`src/phbp_pkg.sv`:
```
// Constants shared by the host bus port and its register store.
// Assumes a single core clock domain; pins are sampled, never clocked on.
package phbp_pkg;

  // ---------------------------------------------------------------
  // Register indices selected by register_select
  // ---------------------------------------------------------------
  localparam logic [3:0] PHBP_PORTA_DATA = 4'h0; // Port A data
  localparam logic [3:0] PHBP_PORTB_DATA = 4'h1; // Port B data
  localparam logic [3:0] PHBP_PORTA_DIR = 4'h2; // Port A direction
  localparam logic [3:0] PHBP_PORTB_DIR = 4'h3; // Port B direction
  localparam logic [3:0] PHBP_TMRA_LO = 4'h4; // Timer A low latch
  localparam logic [3:0] PHBP_TMRA_HI = 4'h5; // Timer A high latch
  localparam logic [3:0] PHBP_TMRB_LO = 4'h6; // Timer B low latch
  localparam logic [3:0] PHBP_TMRB_HI = 4'h7; // Timer B high latch
  localparam logic [3:0] PHBP_TOD_TENTHS = 4'h8; // Time of day tenths
  localparam logic [3:0] PHBP_TOD_SEC = 4'h9; // Time of day seconds
  localparam logic [3:0] PHBP_TOD_MIN = 4'hA; // Time of day minutes
  localparam logic [3:0] PHBP_TOD_HOUR = 4'hB; // Time of day hours
  localparam logic [3:0] PHBP_SERIAL_DATA = 4'hC; // Serial data
  localparam logic [3:0] PHBP_INT_CTRL = 4'hD; // Interrupt control
  localparam logic [3:0] PHBP_CTRL_A = 4'hE; // Timer A control
  localparam logic [3:0] PHBP_CTRL_B = 4'hF; // Timer B control

  // ---------------------------------------------------------------
  // Widths and reset values
  // ---------------------------------------------------------------
  localparam int PHBP_DATA_W = 8; // Data bus width
  localparam int PHBP_ADDR_W = 4; // Register select width
  localparam int PHBP_NUM_REGS = 16; // Register count
  localparam logic [7:0] PHBP_RST_ZERO = 8'h00; // Ordinary register reset
  localparam logic [7:0] PHBP_RST_LATCH = 8'hFF; // Timer latch reset

  // ---------------------------------------------------------------
  // Bus cycle state
  // ---------------------------------------------------------------
  typedef enum logic [1:0] {
    PHBP_IDLE = 2'b00, // No selected cycle
    PHBP_READ = 2'b01, // Selected read, bus driven
    PHBP_WRITE = 2'b10 // Selected write, waiting for fall
  } phbp_state_e;

endpackage

```
`src/phbp_reg_if.sv`:
```
// Carrier between the bus port and its register store.
// Assumes both ends run on the same core clock.
`timescale 1ns/1ns
`default_nettype none
interface phbp_reg_if;
  import phbp_pkg::*;
  logic wr_en; // One-cycle write strobe
  logic [PHBP_ADDR_W-1:0] wr_addr; // Write target
  logic [PHBP_DATA_W-1:0] wr_data; // Write value
  logic [PHBP_ADDR_W-1:0] rd_addr; // Read target
  logic [PHBP_DATA_W-1:0] rd_data; // Stored value of read target
  logic [PHBP_DATA_W-1:0] porta_data; // Port A data register
  logic [PHBP_DATA_W-1:0] portb_data; // Port B data register
  logic [PHBP_DATA_W-1:0] porta_dir; // Port A direction register
  logic [PHBP_DATA_W-1:0] portb_dir; // Port B direction register
  modport port (output wr_en, wr_addr, wr_data, rd_addr,
                input rd_data, porta_data, portb_data, porta_dir, portb_dir);
  modport store (input wr_en, wr_addr, wr_data, rd_addr,
                 output rd_data, porta_data, portb_data, porta_dir, portb_dir);
endinterface
`default_nettype wire

```
`src/phbp_regfile.sv`:
```
// Sixteen byte registers written by the bus port.
// Assumes writes arrive as single-cycle strobes on the core clock.
`timescale 1ns/1ns
`default_nettype none
module phbp_regfile
  import phbp_pkg::*;
(
  input wire logic clk,
  input wire logic rst_n,
  input wire logic ce,
  phbp_reg_if.store rif
);

  // ---------------------------------------------------------------
  // Storage
  // ---------------------------------------------------------------
  logic [PHBP_DATA_W-1:0] regs [PHBP_NUM_REGS]; // Register array
  logic [PHBP_DATA_W-1:0] next_regs [PHBP_NUM_REGS]; // Next values

  // Reset value per index: latches all ones, others zero
  function automatic logic [PHBP_DATA_W-1:0] rst_val(input int idx);
    logic [PHBP_ADDR_W-1:0] a;
    a = PHBP_ADDR_W'(idx);
    if (a >= PHBP_TMRA_LO && a <= PHBP_TMRB_HI) begin
      return PHBP_RST_LATCH;
    end
    return PHBP_RST_ZERO;
  endfunction

  // Next values: write strobe updates the decoded entry
  always_comb begin
    for (int i = 0; i < PHBP_NUM_REGS; i++) begin
      next_regs[i] = regs[i];
    end
    if (ce && rif.wr_en) begin
      next_regs[rif.wr_addr] = rif.wr_data;
    end
  end

  // Registers, reset to all ones for the timer latches and zero for the rest
  always_ff @(posedge clk or negedge rst_n) begin
    if (!rst_n) begin
      for (int i = 0; i < PHBP_NUM_REGS; i++) begin
        regs[i] <= rst_val(i);
      end
    end else begin
      regs <= next_regs;
    end
  end

  // ---------------------------------------------------------------
  // Read side
  // ---------------------------------------------------------------
  assign rif.rd_data = regs[rif.rd_addr];
  assign rif.porta_data = regs[PHBP_PORTA_DATA];
  assign rif.portb_data = regs[PHBP_PORTB_DATA];
  assign rif.porta_dir = regs[PHBP_PORTA_DIR];
  assign rif.portb_dir = regs[PHBP_PORTB_DIR];
endmodule // phbp_regfile
`default_nettype wire

```
`src/phbp_host_port.sv`:
```
// Host bus port: samples the bus pins, decodes reads and writes,
// drives the data bus and the open-drain interrupt line.
// Assumes the phase-two clock and all bus pins are asynchronous to CORE_CLK
// and that function logic supplies the interrupt condition on CORE_CLK.
`timescale 1ns/1ns
`default_nettype none
module phbp_host_port
  import phbp_pkg::*;
(
  input wire logic CORE_CLK,
  input wire logic RESETN,
  input wire logic CE,
  input wire logic PHASE2,
  input wire logic CHIP_SEL_N,
  input wire logic READ_WRITE,
  input wire logic [3:0] REGISTER_SELECT,
  input wire logic [7:0] HOST_DATA_BUS_IN,
  output logic [7:0] HOST_DATA_BUS_OUT,
  output logic HOST_DATA_BUS_OE,
  output logic IRQ_N_OUT,
  output logic IRQ_N_OE,
  input wire logic INT_COND,
  input wire logic [7:0] PORTA_IN,
  output logic [7:0] PORTA_OUT,
  output logic [7:0] PORTA_OE,
  input wire logic [7:0] PORTB_IN,
  output logic [7:0] PORTB_OUT,
  output logic [7:0] PORTB_OE
);

  // ---------------------------------------------------------------
  // Pin synchronisers
  // ---------------------------------------------------------------
  localparam int SYNC_W = 1 + 1 + 1 + PHBP_ADDR_W + 3 * PHBP_DATA_W; // Sampled pin count
  logic [SYNC_W-1:0] sync1; // First stage, read only by sync2
  logic [SYNC_W-1:0] sync2; // Second stage, safe to use
  logic phi2_s; // Phase-two level
  logic csn_s; // Device select, active low
  logic rw_s; // Direction
  logic [PHBP_ADDR_W-1:0] rs_s; // Register select
  logic [PHBP_DATA_W-1:0] db_s; // Data bus input
  logic [PHBP_DATA_W-1:0] pa_s; // Port A pins
  logic [PHBP_DATA_W-1:0] pb_s; // Port B pins

  // Two flops on every asynchronous pin
  always_ff @(posedge CORE_CLK or negedge RESETN) begin
    if (!RESETN) begin
      sync1 <= '0;
      sync2 <= '0;
    end else if (CE) begin
      sync1 <= {PHASE2, CHIP_SEL_N, READ_WRITE, REGISTER_SELECT,
                HOST_DATA_BUS_IN, PORTA_IN, PORTB_IN};
      sync2 <= sync1;
    end
  end

  assign {phi2_s, csn_s, rw_s, rs_s, db_s, pa_s, pb_s} = sync2;

  // ---------------------------------------------------------------
  // Register store
  // ---------------------------------------------------------------
  phbp_reg_if rif ();

  phbp_regfile u_regs (
    .clk (CORE_CLK),
    .rst_n (RESETN),
    .ce (CE),
    .rif (rif)
  );

  // ---------------------------------------------------------------
  // Bus cycle control
  // ---------------------------------------------------------------
  phbp_state_e state; // Current bus cycle
  phbp_state_e next_state; // Next bus cycle
  logic [PHBP_DATA_W-1:0] dout; // Read data held for the bus
  logic [PHBP_DATA_W-1:0] next_dout;
  logic [PHBP_ADDR_W-1:0] waddr; // Write target held until the fall
  logic [PHBP_ADDR_W-1:0] next_waddr;
  logic [PHBP_DATA_W-1:0] wdata; // Write data held until the fall
  logic [PHBP_DATA_W-1:0] next_wdata;
  logic sel; // Selected phase-two high interval
  logic [PHBP_DATA_W-1:0] rd_value; // Value of the addressed register

  assign sel = phi2_s && !csn_s;

  // Read mux: ports show pin levels, others show stored values
  always_comb begin
    rd_value = rif.rd_data;
    case (rs_s)
      PHBP_PORTA_DATA: rd_value = pa_s;
      PHBP_PORTB_DATA: rd_value = pb_s;
      default: rd_value = rif.rd_data;
    endcase
  end

  assign rif.rd_addr = rs_s;

  // Next cycle state and captured values
  always_comb begin
    next_state = state;
    next_dout = dout;
    next_waddr = waddr;
    next_wdata = wdata;
    case (state)
      PHBP_IDLE: begin
        if (sel && rw_s) begin
          next_state = PHBP_READ;
          next_dout = rd_value;
        end else if (sel && !rw_s) begin
          next_state = PHBP_WRITE;
          next_waddr = rs_s;
          next_wdata = db_s;
        end
      end
      PHBP_READ: begin
        // Follow select changes until the interval ends
        if (sel && rw_s) begin
          next_dout = rd_value;
        end else begin
          next_state = PHBP_IDLE;
        end
      end
      PHBP_WRITE: begin
        if (!phi2_s) begin
          next_state = PHBP_IDLE;
        end else if (csn_s || rw_s) begin
          // Select dropped early: abandon without writing
          next_state = PHBP_IDLE;
        end else begin
          // Keep the latest setup until the fall
          next_waddr = rs_s;
          next_wdata = db_s;
        end
      end
      default: next_state = PHBP_IDLE;
    endcase
  end

  // Cycle state registers
  always_ff @(posedge CORE_CLK or negedge RESETN) begin
    if (!RESETN) begin
      state <= PHBP_IDLE;
      dout <= PHBP_RST_ZERO;
      waddr <= '0;
      wdata <= PHBP_RST_ZERO;
    end else if (CE) begin
      state <= next_state;
      dout <= next_dout;
      waddr <= next_waddr;
      wdata <= next_wdata;
    end
  end

  // Write strobe on the phase-two fall of a selected write
  assign rif.wr_en = CE && (state == PHBP_WRITE) && !phi2_s;
  assign rif.wr_addr = waddr;
  assign rif.wr_data = wdata;

  // Data bus: driven only during a selected read
  assign HOST_DATA_BUS_OUT = dout;
  assign HOST_DATA_BUS_OE = (state == PHBP_READ);

  // ---------------------------------------------------------------
  // Interrupt line
  // ---------------------------------------------------------------
  logic irq_act; // Registered interrupt condition
  logic next_irq_act;

  // Condition passes unchanged to the interrupt register
  always_comb begin
    next_irq_act = INT_COND;
  end

  // Interrupt register
  always_ff @(posedge CORE_CLK or negedge RESETN) begin
    if (!RESETN) begin
      irq_act <= 1'b0;
    end else if (CE) begin
      irq_act <= next_irq_act;
    end
  end

  // Open drain: output only ever low, enable while active
  assign IRQ_N_OUT = 1'b0;
  assign IRQ_N_OE = irq_act;

  // ---------------------------------------------------------------
  // Port pins
  // ---------------------------------------------------------------
  assign PORTA_OUT = rif.porta_data;
  assign PORTB_OUT = rif.portb_data;
  assign PORTA_OE = rif.porta_dir;
  assign PORTB_OE = rif.portb_dir;
endmodule // phbp_host_port
`default_nettype wire

```
`config.mk`:
```
export PLATFORM = sky130hd
export DESIGN_NAME = phbp_host_port
export DESIGN_NICKNAME = d
export VERILOG_FILES = /design/src/phbp_pkg.sv /design/src/phbp_reg_if.sv /design/src/phbp_regfile.sv /design/src/phbp_host_port.sv
export SDC_FILE = /design/constraint.sdc
export NUM_CORES = 1
export LEC_CHECK = 0
export ABC_CLOCK_PERIOD_IN_PS = 2200
export BUFFER_PORTS_ARGS = -buffer_cell sky130_fd_sc_hd__buf_4
export CAP_MARGIN = 10
export CORE_MARGIN = 5
export CORE_UTILIZATION = 55
export DETAILED_ROUTE_END_ITERATION = 10
export PLACE_DENSITY = 0.74
export REMOVE_ABC_BUFFERS = 1
export SYNTH_ARGS = -nofsm -noshare
export SYNTH_HDL_FRONTEND = slang
export SYNTH_SLANG_ARGS = --single-unit
```
`constraint.sdc`:
```
create_clock -name CORE_CLK -period 2.2 [get_ports CORE_CLK]
set_input_delay 0.22 -clock CORE_CLK [delete_from_list [all_inputs] [get_ports CORE_CLK]]
set_output_delay 0.22 -clock CORE_CLK [all_outputs]
set_load 0.03 [all_outputs]
```
# Word level (Yosys, flattened, before mapping)
# Index checks and enable logic that the tools add are counted.
[classes] n_eq_ne=10 mux=23 order_cmp=3 reduce_logical=18 bitwise_logic=2
[op_table] cell="bitwise mux 128 bit" n=1
[op_table] cell="two-way mux 8 bit" n=7
[op_table] cell="binary-select mux 8 bit (select 4 bit)" n=1
[op_table] cell="demux 8 bit (select 4 bit)" n=1
[op_table] cell="one-hot mux 8 bit (2 select lines)" n=2
[op_table] cell="two-way mux 4 bit" n=4
[op_table] cell="greater-or-equal comparator 5 bit (second input constant)" n=2
[op_table] cell="two-way mux 2 bit" n=5
[op_table] cell="!= test 2 bit (second input constant)" n=5
[op_table] cell="inverter 4 -> 5 bit" n=2
[op_table] cell="one-hot mux 4 bit (2 select lines)" n=1
[op_table] cell="logical AND 1 bit" n=7
[op_table] cell="!= test 3 bit (second input constant)" n=2
[op_table] cell="one-hot mux 2 bit (3 select lines)" n=1
[op_table] cell="AND reduction 6 bit" n=1
[op_table] cell="less-than comparator 5 x 1 -> 1 bit (second input constant)" n=1
[op_table] cell="== test 4 x 1 -> 1 bit (second input constant)" n=1
[op_table] cell="logical NOT 4 bit" n=1
[op_table] cell="AND reduction 4 bit" n=1
[op_table] cell="logical NOT 1 bit" n=3
[op_table] cell="AND reduction 3 bit" n=1
[op_table] cell="== test 2 x 1 -> 1 bit (second input constant)" n=1
[op_table] cell="== test 2 bit (second input constant)" n=1
[op_table] cell="logical NOT 2 bit" n=1
[op_table] cell="other kinds (3)" n=3
[totals] reg_bits=213 word_cells=79 output_inout_bits=43

# Logic depth before layout (Yosys ltp)
# Gate-level depths: netlist of run 1.
[depth] ltp_word=6 mapped_depth=8

# Cells and area by module
# From an unflattened synthesis of run 1, not the netlist that was laid out.
[unflattened] cells_unflattened=604 hier_area_um2=9440.3
[modules_own_cells] mod="phbp_regfile" area_each_um2=6095.8 n_inst=1 cells_each=396
[modules_own_cells] mod="phbp_host_port" area_each_um2=3344.5 n_inst=1 cells_each=208

# Worst setup path before layout of run 1
# No wires, ideal clock.
[synth_path] path_type="register -> register" start="reg state[0]" end="reg u_regs.regs, in the netlist u_regs.rif.portb_data[0]" arrival_time_ns=1.888 slack_ns=0.188 required_time_ns=2.075 path_stages_with_launch=7 path_cell_list="dfrtp_1 nand4bb_1 clkbuf_1 or3_1 buf_2 nor3b_4 mux2_2"
[synth_via] elab_chain_len=4
[synth_rtl] element="start: declaration" line_no="phbp_host_port.sv:74" source="phbp_state_e state;"
[synth_rtl] element="start signal: assignment" line_no="phbp_host_port.sv:148" source="state <= next_state;"
[synth_rtl] element="== test 2 bit" line_no="phbp_host_port.sv:156" source="assign rif.wr_en = CE && (state == PHBP_WRITE) && !phi2_s;"
[synth_rtl] element="logical AND 1 bit (2 in a row)" line_no="phbp_host_port.sv:156"
[synth_rtl] element="logical AND 1 bit" line_no="phbp_regfile.sv:35" source="if (ce && rif.wr_en) begin"
[synth_rtl] element="end signal: indexed assignment" line_no="phbp_regfile.sv:44" source="regs[i] <= rst_val(i);"
[synth_rtl] element="end signal: assignment" line_no="phbp_regfile.sv:47" source="regs <= next_regs;"
[synth_rtl] element="end: declaration" line_no="phbp_regfile.sv:17" source="logic [PHBP_DATA_W-1:0] regs [PHBP_NUM_REGS];"
# No other way between the ends.
# A chain may end at the register's enable or synchronous reset.

# Worst setup path in the final report of run 1
[layout_path] start="reg state[0]" end="reg u_regs.regs[45] (netlist bit)"
# The elaborated chain is that of the path after synthesis.

==> flow_metrics.py, run 1 <==
metrics = {
    "status": {
        "status": "complete, no violations",
    },
    "timing": {
        "drv_slew": 0,
        "finClkSkew_ps": 24.16,
        "max_freq_mhz": 457.7,
        "hold_viol": 0,
        "worst_pin_slew_ps": 814.7,
        "min_period_ps": 2185,
        "setup_violations": 0,
        "slew_headroom_pct": 45.68,
        "rsz0062_at_grt": "yes",
        "post-route-period-util_pct": 99.32,
    },
    "grt": {
        "grt_max_degree": 70,
        "grt-ovfl-total": 0,
        "grt_pass1_wl_um": 32920,
        "grt_usage_pct": 20.91,
        "antenna_found_initial": 0,
        "grt_pass1_vias": 5989,
    },
    "synthesis": {
        "ys_dominant_reg_cell": "dfrtp_1",
        "ys_seq_elements": 213,
        "synth_cell_types": 35,
        "synthesis.area_mm2": 0.009408,
        "netlist_top_cells_area": "dfrtp_1, mux2_2, dfstp_2",
        "ys_seq_area_share_pct": 57.08,
        "synth_top_area_share_pct": 48.14,
        "syn_inst": 642,
        "yosysWarnings": 0,
        "yosys.area.top_type": "dfrtp_1",
        "synth.avg_cell_area_um2": 14.65,
        "async_flop_share_pct": 100.0,
        "synth_edf_count": 0,
    },
    "power": {
        "p_leak_nw": 5.194,
        "ir_drop_mv": 1.018,
        "power_density_mw_per_mm2": 1065,
        "power_mw": 11.96,
    },
    "worst_setup_path": {
        "critPathMaxStageDelay_ps": 420,
        "path_cells": "nand4bb_1 -> buf_4 -> nor3_1 -> nand2_1 -> mux2_2",
        "cp-end-kind": "flip-flop",
        "crit_arrival_ps": 2560,
        "cp_num_buf_inv": 1,
        "slowest_stage": "nand2_1",
        "required_ps": 2570,
        "critPathKind": "reg -> reg",
        "cpLargestDelayFamily": "simple AND/OR/NAND/NOR gates",
        "crit_fanout": 8,
        "cp-start-kind": "flip-flop",
    },
    "route": {
        "via_per_inst": 5.666,
        "via_count": 5468,
        "ant_nets": 0,
        "drt_first_pass_iters": 4,
        "drc": 0,
        "post_drt_wl_per_cell_um": 21.06,
        "drt-initial-drc-count": 217,
        "wl_um": 20320,
    },
    "die": {
        "fp.dieH_um": 140.8,
        "rows": 47,
        "start_util_pct": 56.33,
        "die_w_um": 140.8,
        "die_area_mm2": 0.01982,
        "io-pin-count": 78,
        "core_mm2": 0.01670,
    },
    "clocking": {
        "clockBufferDepth": 3,
        "cts_buffers": 22,
        "insertion_delay_ps": 510,
        "cts_root_buf": "clkbuf_16",
        "clkSinkCount": 213,
        "path_clk_slew_ps": 60,
        "cts_tree": "yes",
        "cts_max_level": 1,
    },
    "finish": {
        "fin_nets": 764,
        "final_cell_area_mm2": 0.01123,
        "final_common_cell": "mux2_2",
        "areaGrowthSynthToFinish_pct": 19.42,
        "multi_input_area_mm2": 0.003632,
        "final_cells": 965,
        "layout_common_cells": "mux2_2, dfrtp_1, buf_4",
        "diodes": 0,
        "fillerInstances": 1172,
        "regArea_mm2": 0.005371,
        "drive_above_1_share_pct": 54.09,
    },
    "place": {
        "routabilityCongestion": 0.8022,
        "postPlaceCellArea_mm2": 0.01010,
        "dpl.hpwl_um": 13410,
        "place_inst": 890,
        "io_buffers": 76,
    },
    "min_path": {
        "holdCritPathClass": "in -> async",
    },
    "run": {
        "maxCapViolCount": 0,
    },
}
## worst paths after layout
check	from	end	slack, ps	depth (start not counted)
min in group CORE_CLK	CE	HOST_DATA_BUS_OUT[2]$_DFFE_PN0P_	390	6
worst max-delay path	state[0]$_DFFE_PN0P_	u_regs.regs[45]$_DFFE_PN0P_	20	5
max in group asynchronous	RESETN	u_regs.regs[84]$_DFFE_PN1P_	1150	3
worst min-delay path	RESETN	HOST_DATA_BUS_OUT[7]$_DFFE_PN0P_	300	2
worst min register to register	sync1[14]$_DFFE_PN0P_	sync1[14]$_DFFE_PN0P_	500	1
worst max register to register	state[0]$_DFFE_PN0P_	u_regs.regs[45]$_DFFE_PN0P_	20	5
## routing by layer
layer | global-route usage (%) | part of all wire (%)
met5 | 0 | 0
met4 | 6.578 | 2.9
met3 | 3.353 | 3.9
met2 | 34.07 | 49
met1 | 29.13 | 44
## metrics by stage
stage          TNS, ps  setup WS (ps)  util, %  hold WS (ps)
2_1_floorplan    -4950         -636.1        -        -75.59
6_report             0          15.02    67.27         299.6
4_1_cts              0          15.39    66.92         321.0
5_1_grt         -439.0         -51.38    67.27         346.6
3_3_place_gp    -31.48         -31.48    60.48         273.0
3_5_place_dp    -40.48         -40.48    60.48         279.4
## cell usage after synthesis, types with 3 or more instances
cell,number
dfstp_2,32
a211oi_1,14
nor3_1,4
buf_1,6
nor2_1,3
o21ai_0,3
buf_2,6
nand2_1,27
buf_4,35
dfrtp_1,181
inv_1,12
mux2i_1,31
nor2b_1,3
clkbuf_1,22
mux2_2,208
o22ai_1,14
mux4_2,16
## state kept, by name, indices dropped and copies added (netlist names)
register	flops
u_regs.regs	96
sync1	31
sync2	31
HOST_DATA_BUS_OUT	8
rif.wr_data	8
u_regs.rif.porta_data	8
u_regs.rif.porta_dir	8
u_regs.rif.portb_data	8
u_regs.rif.portb_dir	8
rif.wr_addr	4
state	2
IRQ_N_OE	1
## kinds of logic (layout without fill, tap and decap cells)
family / after synthesis / after routing / synth area share, %
buffers and inverters: 81 / 184 / 4.708
AO/OA/AOI/OAI: 37 / 37 / 2.686
AND/OR/NAND/NOR: 54 / 54 / 3.338
multiplexers: 256 / 256 / 32.15
other: 1 / 1 / 0.03986
flip-flops: 213 / 213 / 57.08
## worst reg2reg max path, stage by stage (launching register included)
cell and delay, ps:
dfrtp_1 390, nand4bb_1 280, buf_4 220, nor3_1 350, nand2_1 420, mux2_2 390
## repair_timing
action | in CTS | in global routing
hold buffers | 33 | 0
setup endpoints to repair | 3 | 55
gates cloned | 0 | 0
endpoints found under the hold margin | 97 | 0
resized for setup | 3 | 4
pin swaps | 0 | 2
setup buffers | 0 | 2
## final cells by class
type	instances	share of cell area, %
tap	220	2.450
sequential	213	47.81
multi-input combinational	348	32.33
timing repair buffer	132	10.50
inverter	12	0.4009
clock inverter	6	0.8464
clock buffer	34	5.658
## power by group
part | switching [mW] | internal, mW
Combinational | 1.25 | 1.27
Clock | 1.49 | 2.23
Sequential | 0.987 | 4.73
Note: power is estimated with default switching activity, not from simulation.
==> inputs of run 2 (changes only) <==
Settings changed: CORE_MARGIN 5 to default.
==> run 2 against run 1 <==
- die area shrank 11%
- cell count shrank 0.31%
- setup slack gained 62 ps
- combinational power barely moved
- hold slack worse by 28 ps
- sequential share of layout area up 0.32 points
- via count barely moved
- cell area is 0.66% lower
- critical path type unchanged
- critical endpoint is now HOST_DATA_BUS_OUT[5]$_DFFE_PN0P_
- largest power group unchanged
==> flow_metrics.py, run 2 (synthesis results as in run 1) <==
metrics = {
    "route": {
        "via_per_inst": 5.686,
        "via_count": 5470,
        "ant_nets": 0,
        "drt_first_pass_iters": 4,
        "drc": 0,
        "drt-initial-drc-count": 238,
        "wl_um": 19940,
        "post_drt_wl_per_cell_um": 20.73,
    },
    "worst_setup_path": {
        "rrSetupSlack_ps": 80,
        "cp-end-kind": "flip-flop",
        "reg2reg_depth": 5,
        "critPathKind": "reg -> reg",
        "required_ps": 2560,
        "timing.rr.end": "HOST_DATA_BUS_OUT[5]$_DFFE_PN0P_",
        "cp-endpoint": "HOST_DATA_BUS_OUT[5]$_DFFE_PN0P_",
        "rr_startpoint": "sync2[25]$_DFFE_PN0P_",
        "cp-start-kind": "flip-flop",
        "setup.worst_path.start": "sync2[25]$_DFFE_PN0P_",
        "crit_fanout": 9,
        "crit_arrival_ps": 2480,
    },
    "die": {
        "start_util_pct": 56.53,
        "die_w_um": 132.8,
        "core_mm2": 0.01664,
        "fp.dieH_um": 132.8,
        "rows": 47,
        "io-pin-count": 78,
        "die_area_mm2": 0.01763,
    },
    "grt": {
        "grt_usage_pct": 23.84,
        "antenna_found_initial": 0,
        "grt_pass1_wl_um": 32670,
        "grt_max_degree": 67,
        "grt-ovfl-total": 0,
        "grt_pass1_vias": 6053,
    },
    "finish": {
        "layout_common_cells": "mux2_2, dfrtp_1, buf_4",
        "drive_above_1_share_pct": 53.37,
        "largest_reg_flops": 96,
        "fillerInstances": 1135,
        "top_regs": "u_regs.regs x96, sync1 x31, sync2 x31",
        "largest_register": "u_regs.regs",
        "final_common_cell": "mux2_2",
        "diodes": 0,
        "multi_input_area_mm2": 0.003602,
        "fin_nets": 761,
        "regArea_mm2": 0.005371,
        "areaGrowthSynthToFinish_pct": 18.63,
    },
    "place": {
        "routabilityCongestion": 0.8728,
        "post-place-ws_ps": 24.55,
        "io_buffers": 76,
        "dpl.hpwl_um": 12810,
    },
    "min_path": {
        "holdCritPathClass": "in -> async",
    },
    "clocking": {
        "insertion_delay_ps": 500,
        "cts_buffers": 22,
        "cts_root_buf": "clkbuf_16",
        "clkSinkCount": 213,
        "cts_tree": "yes",
        "clockBufferDepth": 3,
        "path_clk_slew_ps": 60,
        "cts_max_level": 1,
    },
    "timing": {
        "slew_headroom_pct": 45.31,
        "setup_slack_ps": 76.60,
        "rsz0062_at_grt": "yes",
        "post-route-period-util_pct": 96.52,
        "drv_slew": 0,
        "setup_violations": 0,
        "max_freq_mhz": 470.9,
        "min_period_ps": 2123,
        "hold_viol": 0,
        "worst_pin_slew_ps": 820.3,
        "finClkSkew_ps": 12.92,
    },
    "power": {
        "power_density_mw_per_mm2": 1066,
        "p_leak_nw": 5.164,
        "power_mw": 11.90,
        "ir_drop_mv": 1.007,
    },
    "run": {
        "maxCapViolCount": 0,
    },
    "status": {
        "status": "complete, no violations",
    },
}
==> run 2: cell types whose count changed in the layout (fill, tap and decap cells not counted), sizes merged <==
cell,delta
clkbuf,-2
clkinvlp,+2
buf,-3
==> run 2: final cells by class <==
cell class / instances / share of cell area [%]
Inverter: 12 / 0.4036
Sequential cell: 213 / 48.13
Timing Repair Buffer: 129 / 10.15
Clock buffer: 32 / 5.729
Multi-Input combinational cell: 348 / 32.28
Clock inverter: 8 / 0.8520
Tap cell: 220 / 2.466
==> run 2: critical path: stages (launching register included) <==
cell and delay [ps]:
dfrtp_2 390, buf_4 240, mux4_2 540, mux2_2 310
a211oi_1 370, o22ai_1 140
==> run 2: how the worst min path moves through the flow <==
stage	start	endpoint	slack, ps
after global placement	RESETN	sync2[6]$_DFFE_PN0P_	210
after detailed placement	RESETN	sync1[1]$_DFFE_PN0P_	220
after global routing	RESETN	sync1[6]$_DFFE_PN0P_	300
final	RESETN	sync1[9]$_DFFE_PN0P_	270
after CTS	RESETN	sync1[1]$_DFFE_PN0P_	280
after floorplan	RESETN	HOST_DATA_BUS_OUT[0]$_DFFE_PN0P_	-80
==> run 2: where the power goes <==
part | switching (mW) | internal [mW] | leakage [nW]
Sequential | 0.930 | 4.73 | 2.67
Combinational | 1.25 | 1.25 | 2.14
Clock | 1.48 | 2.25 | 0.356
Total | 3.66 | 8.24 | 5.16
==> run 2: timing repair <==
action	CTS	global route
setup endpoints to repair	0	40
buffers inserted	0	2
gates resized for setup	0	1
hold buffers	33	0
endpoints found under the hold margin	72	0
==> run 2: per-stage QoR <==
step / utilization (%) / hold slack (ps) / instance area [µm²] / setup TNS (ps) / cells
2_1_floorplan: - / -75.59 / 9010 / -4950 / 573
3_3_place_gp: 60.41 / 211.1 / 10050 / 0 / 887
3_5_place_dp: 60.41 / 220.8 / 10050 / 0 / 887
4_1_cts: 66.81 / 278.9 / 11120 / 0 / 960
5_1_grt: 67.06 / 302.3 / 11160 / -1606 / 962
6_report: 67.06 / 271.6 / 11160 / 0 / 962
==> run 2: layer usage <==
layer	vias up	global-route usage, %	routed length (µm)
li1	2459	-	-
met4	0	7.280	453
met5	-	0	0
met1	2864	31.25	8604
met3	38	3.716	815
met2	109	40.95	10070
